File: config.mk
export PLATFORM = sky130hd
export DESIGN_NAME = rblpc_controller
export DESIGN_NICKNAME = d
export VERILOG_FILES = /design/src/common/rblpc_pkg.sv /design/src/hdl/rblpc_step_gen.sv /design/src/hdl/rblpc_channel.sv /design/src/hdl/rblpc_controller.sv
export SDC_FILE = /design/constraint.sdc
export NUM_CORES = 1
export LEC_CHECK = 0
export ABC_CLOCK_PERIOD_IN_PS = 22800
export BUFFER_PORTS_ARGS = -buffer_cell sky130_fd_sc_hd__buf_2
export CAP_MARGIN = 20
export CORE_MARGIN = 2
export CORE_UTILIZATION = 40
export CTS_BUF_LIST = sky130_fd_sc_hd__clkbuf_4 sky130_fd_sc_hd__clkbuf_8 sky130_fd_sc_hd__clkbuf_16
export DETAILED_ROUTE_END_ITERATION = 10
export SETUP_SLACK_MARGIN = 0.5
export SLEW_MARGIN = 20
export SYNTH_ARGS = -nofsm -noshare
export SYNTH_HDL_FRONTEND = slang
export SYNTH_SLANG_ARGS = --single-unit
File: constraint.sdc
create_clock -name mclk_i -period 22.8 [get_ports mclk_i]
set_input_delay 4.56 -clock mclk_i [delete_from_list [all_inputs] [get_ports mclk_i]]
set_output_delay 4.56 -clock mclk_i [all_outputs]
set_load 0.05 [all_outputs]
File: src/common/rblpc_pkg.sv
// shared constants, types and functions of the breathing led pwm controller
package rblpc_pkg;
	// ====================
	// register offsets
	localparam logic [7:0] A_SHUTDOWN = 8'h00;
	localparam logic [7:0] A_BREATH = 8'h01;
	localparam logic [7:0] A_MODE = 8'h02;
	localparam logic [7:0] A_CURRENT = 8'h03;
	localparam logic [7:0] A_DUTY0 = 8'h04;
	localparam logic [7:0] A_PWM_UPD = 8'h07;
	localparam logic [7:0] A_DELAY0 = 8'h0a;
	localparam logic [7:0] A_RISEHOLD0 = 8'h10;
	localparam logic [7:0] A_FALLOFF0 = 8'h16;
	localparam logic [7:0] A_TIME_UPD = 8'h1c;
	localparam logic [7:0] A_ON_OFF = 8'h1d;
	localparam logic [7:0] A_SW_RESET = 8'h2f;
	localparam logic [7:0] BANK_SIZE = 8'h03;
	// value that fires the update and reset triggers
	localparam logic [7:0] TRIGGER_KEY = 8'h00;
	// ====================
	// field positions and masks
	localparam int SOFT_OFF_BIT = 0;
	localparam int EN_BIT = 5;
	localparam int HOLD_SEL_BIT = 4;
	localparam int RAMP_BIT = 5;
	localparam int BREATH_BIT = 5;
	localparam int CS_LSB = 2;
	localparam int DELAY_LSB = 4;
	localparam int RISE_LSB = 5;
	localparam int HOLD_LSB = 1;
	localparam logic [7:0] SHUT_MASK = 8'h21;
	localparam logic [7:0] BREATH_MASK = 8'h30;
	localparam logic [7:0] MODE_MASK = 8'h20;
	localparam logic [7:0] CURRENT_MASK = 8'h1c;
	// ====================
	// reset values
	localparam logic [7:0] SHUT_RST = 8'h01;
	localparam logic [7:0] CTRL_RST = 8'h00;
	localparam logic [7:0] DUTY_RST = 8'h00;
	localparam logic [7:0] TIME_RST = 8'h00;
	localparam logic [2:0] ON_RST = 3'h7;
	// ====================
	// timing
	localparam int unsigned CLK_PERIOD_NS = 10;
	localparam int unsigned TICK_PERIOD_NS = 130_000_000;
	localparam int unsigned TICK_CYCLES = TICK_PERIOD_NS / CLK_PERIOD_NS;
	localparam int unsigned STEPS_PER_TICK = 256;
	localparam logic [3:0] DELAY_MAX = 4'ha;
	localparam logic [3:0] HOLD_MAX = 4'h8;
	localparam logic [3:0] OFF_MAX = 4'ha;
	// ====================
	// sequencer phases
	typedef enum logic [2:0] {ST_IDLE, ST_DELAY, ST_RISE, ST_HOLD, ST_FALL, ST_OFF} rblpc_phase_t;
	// code 0 is zero ticks, then doubling from one tick; unavailable codes give zero
	function automatic logic [9:0] doubling_ticks(input logic [3:0] code, input logic [3:0] max_code);
		logic [9:0] t;
		t = 10'h000;
		if (code != 4'h0 && code <= max_code)
			t = 10'h001 << (code - 4'h1);
		return t;
	endfunction : doubling_ticks
endpackage : rblpc_pkg

File: src/hdl/rblpc_step_gen.sv
// fine step strobe that subdivides the phase tick
`timescale 1ns/100ps
module rblpc_step_gen #(
	parameter int unsigned STEP_CYCLES = 50_781
) (
	input wire logic mclk_i,
	input wire logic rst_n_i,
	output logic step_o
);
	// ====================
	// elaboration check
	if (STEP_CYCLES < 2)
	begin : g_bad_step
		$error("STEP_CYCLES must be at least 2");
	end
	logic [31:0] count; // cycles since last step
	// free-running divider, one-cycle pulse at the wrap
	always_ff @(posedge mclk_i)
	begin
		if (!rst_n_i)
		begin
			count <= 32'h0;
			step_o <= 1'b0;
		end
		else if (count == 32'(STEP_CYCLES - 1))
		begin
			count <= 32'h0;
			step_o <= 1'b1;
		end
		else
		begin
			count <= count + 32'h1;
			step_o <= 1'b0;
		end
	end
endmodule : rblpc_step_gen

File: src/hdl/rblpc_channel.sv
// one output channel: breathing sequencer, intensity and pwm compare
`timescale 1ns/100ps
module rblpc_channel (
	input wire logic mclk_i,
	input wire logic rst_n_i,
	input wire logic step_i,
	input wire logic run_i,
	input wire logic restart_i,
	input wire logic breath_i,
	input wire logic ramp_i,
	input wire logic hold_sel_i,
	input wire logic gate_i,
	input wire logic [7:0] peak_i,
	input wire logic [7:0] pwm_cnt_i,
	input wire logic [3:0] delay_code_i,
	input wire logic [2:0] rise_code_i,
	input wire logic [3:0] hold_code_i,
	input wire logic [2:0] fall_code_i,
	input wire logic [3:0] off_code_i,
	output logic channel_output_o
);
	rblpc_pkg::rblpc_phase_t state; // current phase
	logic [17:0] elapsed; // steps spent in the phase
	logic [17:0] cur_len; // phase length in steps
	logic done; // phase ends this cycle
	logic [7:0] progress; // ramp position 0..255
	logic [15:0] scaled; // peak times progress
	logic [7:0] level; // effective intensity
	// ====================
	// phase length: ticks times 256 steps
	always_comb
	begin
		case (state)
			rblpc_pkg::ST_DELAY:
				cur_len = {rblpc_pkg::doubling_ticks(delay_code_i, rblpc_pkg::DELAY_MAX), 8'h00};
			rblpc_pkg::ST_RISE: cur_len = {10'h001 << rise_code_i, 8'h00};
			rblpc_pkg::ST_HOLD:
				cur_len = {rblpc_pkg::doubling_ticks(hold_code_i, rblpc_pkg::HOLD_MAX), 8'h00};
			rblpc_pkg::ST_FALL: cur_len = {10'h001 << fall_code_i, 8'h00};
			rblpc_pkg::ST_OFF:
				cur_len = {rblpc_pkg::doubling_ticks(off_code_i, rblpc_pkg::OFF_MAX), 8'h00};
			default: cur_len = 18'h0;
		endcase
	end
	// zero-length phases pass in a single cycle
	assign done = (cur_len == 18'h0) || (step_i && elapsed == cur_len - 18'h1);
	// ====================
	// step counter, cleared at each phase boundary
	always_ff @(posedge mclk_i)
	begin
		if (!rst_n_i || !run_i || restart_i || done)
			elapsed <= 18'h0;
		else if (step_i)
			elapsed <= elapsed + 18'h1;
	end
	// phase sequencer; delay is entered only from idle
	always_ff @(posedge mclk_i)
	begin
		if (!rst_n_i || !run_i || restart_i)
			state <= rblpc_pkg::ST_IDLE;
		else
		begin
			case (state)
				rblpc_pkg::ST_IDLE: state <= rblpc_pkg::ST_DELAY;
				rblpc_pkg::ST_DELAY: if (done) state <= rblpc_pkg::ST_RISE;
				rblpc_pkg::ST_RISE: if (done) state <= rblpc_pkg::ST_HOLD;
				rblpc_pkg::ST_HOLD: if (done && !(ramp_i && !hold_sel_i)) state <= rblpc_pkg::ST_FALL;
				rblpc_pkg::ST_FALL: if (done) state <= rblpc_pkg::ST_OFF;
				rblpc_pkg::ST_OFF: if (done && !(ramp_i && hold_sel_i)) state <= rblpc_pkg::ST_RISE;
				default: state <= rblpc_pkg::ST_IDLE;
			endcase
		end
	end
	// ====================
	// intensity: linear ramps, peak taken from the duty value
	assign progress = (state == rblpc_pkg::ST_FALL) ? ~8'(elapsed >> fall_code_i) : 8'(elapsed >> rise_code_i);
	assign scaled = peak_i * progress;
	always_comb
	begin
		if (!breath_i)
			level = peak_i;
		else if (state == rblpc_pkg::ST_HOLD)
			level = peak_i;
		else if (state == rblpc_pkg::ST_RISE || state == rblpc_pkg::ST_FALL)
			level = scaled[15:8];
		else
			level = 8'h00;
	end
	// output is registered so the pin never glitches
	always_ff @(posedge mclk_i)
	begin
		if (!rst_n_i)
			channel_output_o <= 1'b0;
		else
			channel_output_o <= gate_i && (pwm_cnt_i < level);
	end
	// ====================
	// checks
	direct_on_a: assert property (@(posedge mclk_i) disable iff (!rst_n_i)
		(!breath_i && gate_i && pwm_cnt_i < peak_i) |=> channel_output_o)
		else $error("direct pwm slot missing");
	never_above_a: assert property (@(posedge mclk_i) disable iff (!rst_n_i)
		(pwm_cnt_i >= peak_i) |=> !channel_output_o)
		else $error("output active above peak");
	delay_once_a: assert property (@(posedge mclk_i) disable iff (!rst_n_i)
		(state == rblpc_pkg::ST_DELAY && $past(state) != rblpc_pkg::ST_DELAY) |-> $past(state) == rblpc_pkg::ST_IDLE)
		else $error("delay entered mid cycle");
	cycle_back_a: assert property (@(posedge mclk_i) disable iff (!rst_n_i)
		(state == rblpc_pkg::ST_OFF && done && run_i && !restart_i && !ramp_i) |=> state == rblpc_pkg::ST_RISE)
		else $error("breathing did not repeat");
	peak_hold_a: assert property (@(posedge mclk_i) disable iff (!rst_n_i)
		(breath_i && state == rblpc_pkg::ST_HOLD && gate_i && pwm_cnt_i < peak_i) |=> channel_output_o)
		else $error("hold not at peak");
	park_peak_a: assert property (@(posedge mclk_i) disable iff (!rst_n_i)
		(state == rblpc_pkg::ST_HOLD && run_i && !restart_i && ramp_i && !hold_sel_i) |=> state == rblpc_pkg::ST_HOLD)
		else $error("ramp left hold");
	park_dark_a: assert property (@(posedge mclk_i) disable iff (!rst_n_i)
		(state == rblpc_pkg::ST_OFF && run_i && !restart_i && ramp_i && hold_sel_i) |=> state == rblpc_pkg::ST_OFF)
		else $error("ramp left off phase");
	step_count_a: assert property (@(posedge mclk_i) disable iff (!rst_n_i)
		(step_i && !done && run_i && !restart_i) |=> elapsed == $past(elapsed) + 18'h1)
		else $error("phase counter missed a step");
endmodule : rblpc_channel

File: src/hdl/rblpc_controller.sv
// top of the breathing led pwm controller: registers, shutdown and channels
`timescale 1ns/100ps
module rblpc_controller #(
	parameter int unsigned TICK_CYCLES = rblpc_pkg::TICK_CYCLES
) (
	input wire logic mclk_i,
	input wire logic rst_n_i,
	input wire logic wr_strobe_i,
	input wire logic [7:0] wr_addr_i,
	input wire logic [7:0] wr_data_i,
	input wire logic hw_shutdown_n_i,
	output logic [2:0] channel_output_o,
	output logic [2:0] current_setting_o
);
	// ====================
	// derived timing
	// 256 fine steps per tick; the remainder is dropped, so a tick runs
	// a few cycles short of its nominal length
	localparam int unsigned STEP_CYCLES = TICK_CYCLES / rblpc_pkg::STEPS_PER_TICK;
	if (TICK_CYCLES < 2 * rblpc_pkg::STEPS_PER_TICK)
	begin : g_bad_tick
		$error("TICK_CYCLES too small for 256 steps");
	end

	// ====================
	// bank decode helpers
	// address falls within a three-register channel bank
	function automatic logic in_bank(input logic [7:0] addr, input logic [7:0] base);
		return (addr >= base) && (addr < base + rblpc_pkg::BANK_SIZE);
	endfunction : in_bank

	// channel index within a bank
	function automatic logic [1:0] chan_of(input logic [7:0] addr, input logic [7:0] base);
		logic [7:0] d;
		d = addr - base;
		return d[1:0];
	endfunction : chan_of

	// ====================
	// shutdown pin synchroniser
	logic hw_meta; // first stage, read only by hw_on
	logic hw_on; // synchronised pin, high = running

	// two flops; held low in reset so outputs start dark
	always_ff @(posedge mclk_i)
	begin
		if (!rst_n_i)
		begin
			hw_meta <= 1'b0;
			hw_on <= 1'b0;
		end
		else
		begin
			hw_meta <= hw_shutdown_n_i;
			hw_on <= hw_meta;
		end
	end

	// ====================
	// write triggers
	logic wr_key; // a write carrying the trigger value
	logic sw_reset; // restores every host register
	logic pwm_update; // loads duty and on bits
	logic time_update; // loads timing fields

	assign wr_key = wr_strobe_i && (wr_data_i == rblpc_pkg::TRIGGER_KEY);
	assign sw_reset = wr_key && (wr_addr_i == rblpc_pkg::A_SW_RESET);
	assign pwm_update = wr_key && (wr_addr_i == rblpc_pkg::A_PWM_UPD);
	assign time_update = wr_key && (wr_addr_i == rblpc_pkg::A_TIME_UPD);

	// ====================
	// control registers
	logic [7:0] shutdown; // soft shutdown and all-channel enable
	logic [7:0] breath_ctl; // ramp enable and hold select
	logic [7:0] mode; // breathing mode select
	logic [7:0] current; // current level for the analog side

	// written directly; only defined bits are kept, the rest stay zero
	always_ff @(posedge mclk_i)
	begin
		if (!rst_n_i || sw_reset)
		begin
			shutdown <= rblpc_pkg::SHUT_RST;
			breath_ctl <= rblpc_pkg::CTRL_RST;
			mode <= rblpc_pkg::CTRL_RST;
			current <= rblpc_pkg::CTRL_RST;
		end
		else if (wr_strobe_i)
		begin
			if (wr_addr_i == rblpc_pkg::A_SHUTDOWN)
				shutdown <= wr_data_i & rblpc_pkg::SHUT_MASK;
			else if (wr_addr_i == rblpc_pkg::A_BREATH)
				breath_ctl <= wr_data_i & rblpc_pkg::BREATH_MASK;
			else if (wr_addr_i == rblpc_pkg::A_MODE)
				mode <= wr_data_i & rblpc_pkg::MODE_MASK;
			else if (wr_addr_i == rblpc_pkg::A_CURRENT)
				current <= wr_data_i & rblpc_pkg::CURRENT_MASK;
		end
	end

	// the current code goes straight to the analog current sources
	assign current_setting_o = current[rblpc_pkg::CS_LSB +: 3];

	// ====================
	// duty and on bits: staged copy
	logic [7:0] duty_stage [3]; // written by the host
	logic [2:0] on_stage; // written by the host
	logic [7:0] duty_act [3]; // drives the channels
	logic [2:0] on_act; // drives the channels

	// staging registers take host writes at once
	always_ff @(posedge mclk_i)
	begin
		if (!rst_n_i || sw_reset)
		begin
			for (int i = 0; i < 3; i++)
				duty_stage[i] <= rblpc_pkg::DUTY_RST;
			on_stage <= rblpc_pkg::ON_RST;
		end
		else if (wr_strobe_i)
		begin
			if (in_bank(wr_addr_i, rblpc_pkg::A_DUTY0))
				duty_stage[chan_of(wr_addr_i, rblpc_pkg::A_DUTY0)] <= wr_data_i;
			else if (wr_addr_i == rblpc_pkg::A_ON_OFF)
				on_stage <= wr_data_i[2:0];
		end
	end

	// active copy moves only on the pwm update trigger or a software reset
	always_ff @(posedge mclk_i)
	begin
		if (!rst_n_i || sw_reset)
		begin
			for (int i = 0; i < 3; i++)
				duty_act[i] <= rblpc_pkg::DUTY_RST;
			on_act <= rblpc_pkg::ON_RST;
		end
		else if (pwm_update)
		begin
			for (int i = 0; i < 3; i++)
				duty_act[i] <= duty_stage[i];
			on_act <= on_stage;
		end
	end

	// ====================
	// timing fields: staged copy
	logic [7:0] delay_stage [3]; // start delay per channel
	logic [7:0] rh_stage [3]; // rise and hold-high per channel
	logic [7:0] fo_stage [3]; // fall and off per channel
	logic [7:0] delay_act [3];
	logic [7:0] rh_act [3];
	logic [7:0] fo_act [3];

	// staging registers for the three timing banks
	always_ff @(posedge mclk_i)
	begin
		if (!rst_n_i || sw_reset)
		begin
			for (int i = 0; i < 3; i++)
			begin
				delay_stage[i] <= rblpc_pkg::TIME_RST;
				rh_stage[i] <= rblpc_pkg::TIME_RST;
				fo_stage[i] <= rblpc_pkg::TIME_RST;
			end
		end
		else if (wr_strobe_i)
		begin
			if (in_bank(wr_addr_i, rblpc_pkg::A_DELAY0))
				delay_stage[chan_of(wr_addr_i, rblpc_pkg::A_DELAY0)] <= wr_data_i;
			else if (in_bank(wr_addr_i, rblpc_pkg::A_RISEHOLD0))
				rh_stage[chan_of(wr_addr_i, rblpc_pkg::A_RISEHOLD0)] <= wr_data_i;
			else if (in_bank(wr_addr_i, rblpc_pkg::A_FALLOFF0))
				fo_stage[chan_of(wr_addr_i, rblpc_pkg::A_FALLOFF0)] <= wr_data_i;
		end
	end

	// all three channels take new timing together
	always_ff @(posedge mclk_i)
	begin
		if (!rst_n_i || sw_reset)
		begin
			for (int i = 0; i < 3; i++)
			begin
				delay_act[i] <= rblpc_pkg::TIME_RST;
				rh_act[i] <= rblpc_pkg::TIME_RST;
				fo_act[i] <= rblpc_pkg::TIME_RST;
			end
		end
		else if (time_update)
		begin
			for (int i = 0; i < 3; i++)
			begin
				delay_act[i] <= delay_stage[i];
				rh_act[i] <= rh_stage[i];
				fo_act[i] <= fo_stage[i];
			end
		end
	end

	// ====================
	// shared pwm counter and step base
	logic [7:0] pwm_cnt; // free-running 256-slot frame
	logic step; // fine step strobe

	// one pwm frame every 256 clocks for all channels
	always_ff @(posedge mclk_i)
	begin
		if (!rst_n_i)
			pwm_cnt <= 8'h00;
		else
			pwm_cnt <= pwm_cnt + 8'h01;
	end

	rblpc_step_gen #(
		.STEP_CYCLES(STEP_CYCLES)
	) u_step (
		.mclk_i(mclk_i),
		.rst_n_i(rst_n_i),
		.step_o(step)
	);

	// ====================
	// channels
	logic [2:0] gate; // channel allowed to light
	logic [2:0] run; // sequencer allowed to advance

	// shutdown gates outputs and sends the sequencers back to idle; no host register is touched by it
	// enable set, soft shutdown clear and pin high must all hold together
	assign gate = on_act & {3{shutdown[rblpc_pkg::EN_BIT]
		&& !shutdown[rblpc_pkg::SOFT_OFF_BIT] && hw_on}};
	// a gated channel restarts its sequence from the delay once released
	assign run = gate & {3{mode[rblpc_pkg::BREATH_BIT]}};

	for (genvar g = 0; g < 3; g++)
	begin : g_ch
		rblpc_channel u_ch (
			.mclk_i(mclk_i),
			.rst_n_i(rst_n_i),
			.step_i(step),
			.run_i(run[g]),
			.restart_i(time_update),
			.breath_i(mode[rblpc_pkg::BREATH_BIT]),
			.ramp_i(breath_ctl[rblpc_pkg::RAMP_BIT]),
			.hold_sel_i(breath_ctl[rblpc_pkg::HOLD_SEL_BIT]),
			.gate_i(gate[g]),
			.peak_i(duty_act[g]),
			.pwm_cnt_i(pwm_cnt),
			.delay_code_i(delay_act[g][rblpc_pkg::DELAY_LSB +: 4]),
			.rise_code_i(rh_act[g][rblpc_pkg::RISE_LSB +: 3]),
			.hold_code_i(rh_act[g][rblpc_pkg::HOLD_LSB +: 4]),
			.fall_code_i(fo_act[g][rblpc_pkg::RISE_LSB +: 3]),
			.off_code_i(fo_act[g][rblpc_pkg::HOLD_LSB +: 4]),
			.channel_output_o(channel_output_o[g])
		);
	end

	// ====================
	// checks
	time_stage_a: assert property (@(posedge mclk_i) disable iff (!rst_n_i)
		(!time_update && !sw_reset) |=> $stable(delay_act[0]) && $stable(rh_act[1]) && $stable(fo_act[2]))
		else $error("timing moved without update");
	duty_stage_a: assert property (@(posedge mclk_i) disable iff (!rst_n_i)
		(!pwm_update && !sw_reset) |=> $stable(duty_act[1]) && $stable(on_act))
		else $error("duty moved without update");
	sw_reset_a: assert property (@(posedge mclk_i) disable iff (!rst_n_i)
		sw_reset |=> shutdown == rblpc_pkg::SHUT_RST && on_stage == rblpc_pkg::ON_RST
			&& duty_act[2] == rblpc_pkg::DUTY_RST && mode == rblpc_pkg::CTRL_RST)
		else $error("software reset incomplete");
	power_up_a: assert property (@(posedge mclk_i) disable iff (!rst_n_i)
		$rose(rst_n_i) |-> channel_output_o == 3'h0 && on_act == rblpc_pkg::ON_RST)
		else $error("not dark after reset");
	soft_off_a: assert property (@(posedge mclk_i) disable iff (!rst_n_i)
		shutdown[rblpc_pkg::SOFT_OFF_BIT] |=> channel_output_o == 3'h0)
		else $error("lit in soft shutdown");
	pin_off_a: assert property (@(posedge mclk_i) disable iff (!rst_n_i)
		!hw_shutdown_n_i [*3] |=> channel_output_o == 3'h0)
		else $error("lit in hardware shutdown");
	chan_mask_a: assert property (@(posedge mclk_i) disable iff (!rst_n_i)
		1'b1 |=> (channel_output_o & ~$past(on_act)) == 3'h0)
		else $error("disabled channel lit");
	all_en_a: assert property (@(posedge mclk_i) disable iff (!rst_n_i)
		!shutdown[rblpc_pkg::EN_BIT] |=> channel_output_o == 3'h0)
		else $error("lit with enable clear");
	keep_regs_a: assert property (@(posedge mclk_i) disable iff (!rst_n_i)
		!wr_strobe_i |=> $stable(shutdown) && $stable(mode) && $stable(duty_stage[0]))
		else $error("register changed without write");
endmodule : rblpc_controller

======== Word level (Yosys, flattened, before mapping) ========
Memories as Yosys holds them, arrays and structs flattened.
Cells that the tools add are included.
word-level totals
  bits of input ports ..................... 20
  memories ................................ 8
  output and inout port bits .............. 6
  ROM bits ................................ 0
  word-level logic and storage cells ...... 337
  RAM bits ................................ 192
  register bits ........................... 123
  latch bits .............................. 0
memory list
  name             depth  width  read ports  clocked after Yosys merged registers in  wr ports  RTL line                 source
  delay_act        3      8      3           0                                        3         rblpc_controller.sv:151  logic [7:0] delay_act [3];
  delay_stage      3      8      3           0                                        3         rblpc_controller.sv:148  logic [7:0] delay_stage [3];
  duty_act         3      8      3           0                                        3         rblpc_controller.sv:108  logic [7:0] duty_act [3];
  duty_stage       3      8      3           0                                        3         rblpc_controller.sv:106  logic [7:0] duty_stage [3];
  fo_act           3      8      3           0                                        3         rblpc_controller.sv:153  logic [7:0] fo_act [3];
  fo_stage         3      8      3           0                                        3         rblpc_controller.sv:150  logic [7:0] fo_stage [3];
  2 more memories  n/a    n/a    n/a         n/a                                      n/a       n/a
cells by class
  reduce and logical (&&, ||, !) cells .... 87
  shifts and indexed selects .............. 21
  divide/modulo/power cells ............... 0
  bitwise operators ....................... 22
  equal/unequal tests ..................... 41
  multiply operators ...................... 3
  add/sub/neg operators ................... 21
  muxes and demuxes ....................... 94
  magnitude comparators ................... 20
operator list
  operator                 number
  $pmux W18 S5             3
  $mux W8                  28
  $shr A18 B3 Y8           6
  $mux W10                 9
  $shl A1 B4 Y10 const A   9
  $shl A1 B3 Y10 const A   6
  $add A18 B1 Y18 const B  3
  $eq A18 B18 Y1           3
  $logic_not A18 Y1        3
  $pmux W3 S6              3
  $sub A18 B1 Y18 const B  3
  $mul A8 B8 Y16           3
  $mux W3                  15
  $le A4 B4 Y1 const B     9
  $reduce_bool A4 Y1       9
  $sub A4 B1 Y4 const B    9
  $logic_and A1 B1 Y1      33
  $add A32 B1 Y32 const B  1
  $eq A32 B16 Y1 const B   1
  $mux W1                  32
  $reduce_or A8 Y1         4
  $ne A2 B1 Y1 const B     15
  $lt A8 B8 Y1             3
  $not A8 Y8               3
  30 further kinds         96

======== Longest topological paths before layout ========
Gate-level depths: netlist of run 1.
An unclocked memory read counts as a cell.
  depth after elaboration ................. 12
  depth in mapped cells ................... 32
  mapped depth without buffers ............ 30

======== Cells and area by module ========
From an unflattened synthesis of run 1, not the netlist that was laid out.
second synthesis, totals
  cell total of the unflattened synthesis .. 2502
  area, all modules ....................... 23804.1 um2
modules (own cells, without submodules)
  module                         area an instance (um2)  instances  sequential area each (um2)  cells each
  rblpc_controller               7063.0                  1          5165.0                      506
  rblpc_channel at g_ch[1].u_ch  5119.9                  1          440.4                       607
  rblpc_channel at g_ch[0].u_ch  5107.4                  1          440.4                       601
  rblpc_channel at g_ch[2].u_ch  4885.9                  1          440.4                       597
  rblpc_step_gen                 1627.8                  1          660.6                       191

======== Worst setup path before layout of run 1 ========
OpenSTA, ideal clock, no wires.
  path kind ............................... input -> register
  start ................................... in wr_data_i[3]
  end ..................................... mem delay_act[1][4] (netlist: delay_act[0][12]), enable pin
  slack ................................... 15200 ps
  buffers on the path ..................... 2
  arrival time ............................ 7187 ps
  setup time .............................. 413 ps
  stages .................................. 8
  required time ........................... 22387 ps
  cell sequence ........................... nor4_1 > nand3b_1 > nor4_1 > nand3_1 > o31a_1 > clkbuf_1 > clkbuf_1 > nand2_1
RTL lines
  item                RTL line                 source
  start: declaration  rblpc_controller.sv:10   input wire logic [7:0] wr_data_i,
  end: declaration    rblpc_controller.sv:151

==> flow_summary.ini, run 1 <==
[synthesis]
synth_top_area_share_pct = 20.7
synth_area_per_cell_sq_um = 9.70
synth_area_leaders = edfxtp_1 21%, dfxtp_1 11%, fa_1 9.3%
synth_top_area_cell = edfxtp_1
synth_top_family_by_area = simple AND/OR/NAND/NOR gates
synth_common_cells = 302 x and2_1, 172 x nor2_1, 157 x nand2_1
syn-num-nets = 2591
synthXorXnorAreaFrac_pct = 5.10
yosys_register_bits = 279
synth_cell_types = 86
ys_seq_area_share_pct = 31.5
synth_area_sq_um = 22700
synthSimpleGateAreaFrac_pct = 24.7
ys_async_sr_fraction_pct = 0
synth_compound_area_share_pct = 8.00
ys.warnings.count = 0
synth-adder-area-share_pct = 16.5
synth_edf_count = 156
syn_inst = 2337
post-synth-top-count-cell = and2_1
synth_ff_type = edfxtp_1
synthMuxAreaShare_pct = 9.54

[pwr]
internal_power_mw = 0.924
power_density_nw_per_um2 = 48.0
switchingPower_mw = 0.256
p_seq_share_pct = 47.1
ir_worst_vdd_v = 0.0000485
leakagePower_nw = 9.99
switching_share_pct = 21.7
clock_power_share_pct = 49.7
comb_power_share_pct = 3.1

[setup_path]
critPathKind = reg -> reg
critPathLaunchType = register
worstReg2RegStart = fo_act[0][14]$_SDFFCE_PN0P_
critPathRequiredTime_ns = 23.25
worst-endpoint-arrival_ns = 8.16
crit_buf_inv = 3
cp_max_fo = 20
slowest_delay_ns = 0.93
path_common_cell = fa_1
startpoint = fo_act[0][14]$_SDFFCE_PN0P_
cp_top_family = adder cells
end_kind = register
critPathSlowestCell = edfxtp_1

[floorplan]
fp.dieH_um = 242
io_pins = 26
initial_utilization_pct = 40.4
die_x_um = 242
die_area_sq_um = 58600
placementRows = 87
coreArea_sq_um = 56200

[clocking]
clk_pin_slew_ns = 0.06
clockRootBuffer = clkbuf_16
cts_buffers = 34
h-tree-depth = 2
cts_sinks = 279
clockBufferDepth = 3
post_cts_buffers = 0
ctsHoldBuffers = 0
tritoncts = built
clk_latency_ns = 0.53
cts-resized-gates = 0

[detailed_routing]
drt-initial-drc-count = 1097
wl_mm = 53.9
wire_per_inst_um = 17.5
vias = 16700
viasPerCell = 5.45
drc_errors = 0
dr.pass1.iters = 5
drtAntennaViolNets = 0

[cells_and_area]
fin_nets = 2545
layout-drive-gt1-share_pct = 8.33
nFillCells = 5473
area_growth_pct = 8.38
antennaDiodeCount = 0

[timing]
fmax_ghz = 0.130
slew-limit-headroom_pct = 34.6
post-route-period-util_pct = 33.8
hold_ws_ns = 0.465
setup_violations = 0
tightest_slew_ns = 0.971
finalSetupTns_ns = 0
hold_viol = 0
slew_violations = 0
rsz0062_at_grt = no
fin_crit_ns = 7.71
fin_skew_ns = 0.0139
setup_ws_ns = 15.09

[global_route]
grt_overflow = 0
grt_max_degree = 55
antenna_found_initial = 3
grt_usage_pct = 18.5
grt_pass1_vias = 17000
grt_pass1_wl_mm = 89.3

[job]
drv_cap = 0

[placed_design]
place_ws_ns = 15.11
globalplace.congestion = 0.901
io_buffers = 25
hpwl_mm = 39.6

[outcome]
status = finished, final reports clean

[worst_hold_path]
hold_path.startpoint = shutdown[5]$_SDFFE_PP0P_
min_path_type = reg -> reg
[stage by stage]
step | power [mW] | area (sq um) | instances | util [%]
2_1_floorplan | 0.587 | 22700 | 2337 | -
3_3_place_gp | 0.603 | 23300 | 3010 | 41.6
3_5_place_dp | 0.604 | 23300 | 3010 | 41.6
4_1_cts | 1.19 | 24600 | 3071 | 43.7
5_1_grt | 1.22 | 24600 | 3072 | 43.7
6_report | 1.18 | 24600 | 3072 | 43.7
[worst register-to-register path: cells and delay by family (launching register included)]
| kind | cells | cell delay (ns) |
|---|---|---|
| compound gates | 12 | 2.40 |
| fa+ha+maj | 6 | 2.69 |
| flops | 1 | 0.93 |
| mux | 3 | 0.89 |
| simple gates | 4 | 0.55 |
| buf+inv | 3 | 0.16 |
[cell usage in the layout, fill, tap and decap left out, types with 25 or more instances in the layout]
cell type / instances
ha_1: 129
nand2b_1: 37
nand4_1: 32
nor2b_1: 31
buf_2: 25
mux4_2: 52
xor2_1: 76
inv_1: 148
o21ai_0: 47
and3_1: 55
a21oi_1: 64
and2_1: 302
edfxtp_1: 156
nand2_1: 156
xnor2_1: 56
dfxtp_1: 123
mux2i_1: 75
nand3_1: 68
clkbuf_16: 37
fa_1: 105
nor2_1: 171
[power groups by stage]
stage,Combinational (mW),Clock [mW],Sequential (mW)
after floorplan,0.0293,0,0.557
after global placement,0.0359,0,0.567
after detailed placement,0.0368,0,0.567
after CTS,0.0371,0.600,0.556
after global routing,0.0413,0.620,0.558
final,0.0369,0.587,0.556
[layer usage]
metal / global-route usage (%) / routed length [um] / vias up
met2: 32.3 / 26600 / 338
met3: 2.59 / 2210 / 73
li1: - / - / 8105
met1: 24.4 / 24200 / 8215
met5: 0 / 33 / -
met4: 3.92 / 837 / 4
[area by class of cell]
| type | count | area (sq um) | area share, % |
|---|---|---|---|
| repair buffers | 37 | 213 | 0.866 |
| flip-flops and latches | 279 | 7150 | 29.1 |
| inverters | 148 | 556 | 2.26 |
| multi-input cells | 1791 | 14500 | 59.0 |
| well taps | 756 | 946 | 3.85 |
| clock buffers | 40 | 955 | 3.89 |
| clock inverters | 21 | 265 | 1.08 |
[state kept, by name, summed over array words and instances (netlist names), 3 cells and up]
name and cells:
u_step.count 32, fo_stage 21, fo_act 21, on_stage 3, pwm_cnt 8, g_ch.u_ch.elapsed 54, g_ch.u_ch.state 9, rh_stage 21
delay_act 12, rh_act 21, current 3, on_act 3, g_ch.u_ch.channel_output_o 3, duty_stage 24, duty_act 24, delay_stage 12
[final timing paths]
check             depth (start not counted)  slack (ns)                                  endpoint
setup / recovery                         28       15.09  g_ch[1].u_ch.channel_output_o$_SDFF_PN0_
hold / removal                            2        0.46                  shutdown[5]$_SDFFE_PP0P_
setup reg to reg                         28       15.09  g_ch[1].u_ch.channel_output_o$_SDFF_PN0_
hold reg to reg                           2        0.46                  shutdown[5]$_SDFFE_PP0P_
[cells by family after synthesis]
group | count (synthesis)
xor gates and xnor gates | 132
buffers and inverters | 267
adders and majority gates | 236
DFF | 279
AOI/OAI and AO/OA | 266
and+or+nand+nor | 1009
muxes | 148
(Power assumes the default switching activity.)
==> run 2: changes to the inputs <==
- ABC_CLOCK_PERIOD_IN_PS: 22800 -> 6500
- clock period: 22.8 -> 6.5 ns (I/O delays scaled with it)
==> run 2 against run 1 <==
Against the previous run:
- largest cell class unchanged
- clock-buffer cell count is 2 lower
- critical endpoint is now g_ch[0].u_ch.channel_output_o$_SDFF_PN0_
- sequential cell count unchanged
- combinational power grew to 4.5 times the previous value
- hold slack lost 0.031 ns
- maximum frequency rose by 19%
- design area is 5.6% higher
- clock power rose to 3.0 times the previous value
- routed wire length is 0.94% higher
- register-to-register slack got worse by 15 ns
- clock skew up 0.0079 ns
- core utilization rose by 2.5 points
==> flow_summary.ini, run 2 (same netlist as run 1, synthesis figures left out) <==
[floorplan]
die_area_sq_um = 58600
coreArea_sq_um = 56200
placementRows = 87
die_x_um = 242
initial_utilization_pct = 40.4
io_pins = 26
fp.dieH_um = 242

[cells_and_area]
largest_register_ffs = 54
nFillCells = 5364
ff_latch_area_sq_um = 7150
layout_common_cells = 291 x and2_1, 170 x nor2_1, 156 x edfxtp_1, 155 x nand2_1, 143 x inv_1
reg.largest.list = g_ch.u_ch.elapsed (54), u_step.count (32)
antennaDiodeCount = 0
fin_nets = 2677
layout-drive-gt1-share_pct = 16.6
area_growth_pct = 14.5
layout_commonest_cell = and2_1
multi_input_area_sq_um = 15000
regMostFlops = g_ch.u_ch.elapsed

[timing]
fmax_ghz = 0.154
fin_skew_ns = 0.0218
tightest_slew_ns = 0.993
setup_violations = 0
slew-limit-headroom_pct = 33.1
slew_violations = 0
post-route-period-util_pct = 99.8
fin_crit_ns = 6.49
setup_ws_ns = 0.0127
hold_ws_ns = 0.433
rsz0062_at_grt = yes
hold_viol = 0

[global_route]
grt_pass1_vias = 17600
grt_pass1_wl_mm = 90.1
antenna_found_initial = 1
grt_max_degree = 55
grt_usage_pct = 18.6
grt_overflow = 0

[setup_path]
worst-endpoint-arrival_ns = 7.02
path_common_cell = fa_1
slowest_delay_ns = 0.57
cp_max_fo = 17
critPathRequiredTime_ns = 7.03
end_kind = register
r2r_slack_ns = 0.01
critPathLaunchType = register
critPathKind = reg -> reg
critPathSlowestCell = fa_1

[detailed_routing]
drtAntennaViolNets = 0
drc_errors = 0
drt-initial-drc-count = 956
viasPerCell = 5.36
vias = 17200
dr.pass1.iters = 5
wire_per_inst_um = 17.0
wl_mm = 54.4

[clocking]
clk_latency_ns = 0.58
clockBufferDepth = 3
clockRootBuffer = clkbuf_16
h-tree-depth = 1
cts_buffers = 31
clk_pin_slew_ns = 0.08
ctsHoldBuffers = 0
cts_sinks = 279
tritoncts = built

[placed_design]
io_buffers = 25
place_ws_ns = -0.200
hpwl_mm = 40.2
globalplace.congestion = 0.876

[pwr]
power_density_nw_per_um2 = 148
leakagePower_nw = 10.7
ir_worst_vdd_v = 0.000240

[worst_hold_path]
min_path_type = reg -> reg

[job]
drv_cap = 0

[outcome]
status = finished, final reports clean
==> run 2: cell types whose count changed in the layout (fill, tap and decap cells not counted), moves of 7 or more <==
| cell | change |
|---|---|
| and2_1 | -11 |
| o21ai_0 | -11 |
| a21oi_1 | -17 |
| and2_4 | +11 |
| a21oi_2 | +11 |
| a211oi_2 | +11 |
| buf_4 | +126 |
| a211oi_1 | -13 |
| ha_1 | -7 |
==> run 2: per-stage QoR <==
stage	instance area, sq um	instances	power [mW]	TNS [ns]	utilization, %
2_1_floorplan	23100	2337	2.06	0	-
3_3_place_gp	24500	3124	2.12	-0.0585	43.6
3_5_place_dp	24500	3124	2.13	-0.256	43.6
4_1_cts	25800	3198	3.88	-0.00575	46.0
5_1_grt	26000	3203	3.99	-0.725	46.2
6_report	26000	3203	3.84	0	46.2
==> run 2: routing by layer <==
layer	vias up	part of all wire (%)	wire [um]	global-route usage [%]
li1	8356	-	-	-
met1	8409	47	25300	25.1
met2	313	47	25800	31.8
met3	80	3.7	2020	2.04
met4	0	2.3	1230	4.85
met5	-	0	0	0
==> run 2: final cells by class <==
| cell class | count | area share, % |
|---|---|---|
| multi-input cells | 1791 | 57.7 |
| flip-flops and latches | 279 | 27.5 |
| repair buffers | 172 | 5.06 |
| well taps | 756 | 3.64 |
| clock buffers | 38 | 3.26 |
| inverters | 148 | 2.15 |
| clock inverters | 19 | 0.617 |
==> run 2: power by group <==
group	internal, mW	total, mW	switching [mW]
Combinational	0.0634	0.165	0.102
Clock	1.00	1.74	0.738
Sequential	1.90	1.94	0.0353
==> run 2: final timing paths <==
path,startpoint,to,cells past startpoint
hold / removal,hw_meta$_SDFF_PN0_,hw_on$_SDFF_PN0_,1
hold reg to reg,hw_meta$_SDFF_PN0_,hw_on$_SDFF_PN0_,1
setup reg to reg,rh_act[0][6]$_SDFFCE_PN0P_,g_ch[0].u_ch.channel_output_o$_SDFF_PN0_,29
setup / recovery,rh_act[0][6]$_SDFFCE_PN0P_,g_ch[0].u_ch.channel_output_o$_SDFF_PN0_,29
==> run 2: timing repair <==
item                       CTS  global route
buffers inserted            16             5
pin swaps                   48            15
setup endpoints to repair    3             3
cloned                       1             0
resized for setup           39            18
==> run 2: critical path, delay by kind of cell, from the launching register on <==
kind	cells	cell delay, ns
compound gates	9	1.50
simple gates	6	0.73
flops	1	0.38
fa+ha+maj	6	2.60
mux	2	0.46
buf+inv	6	0.77
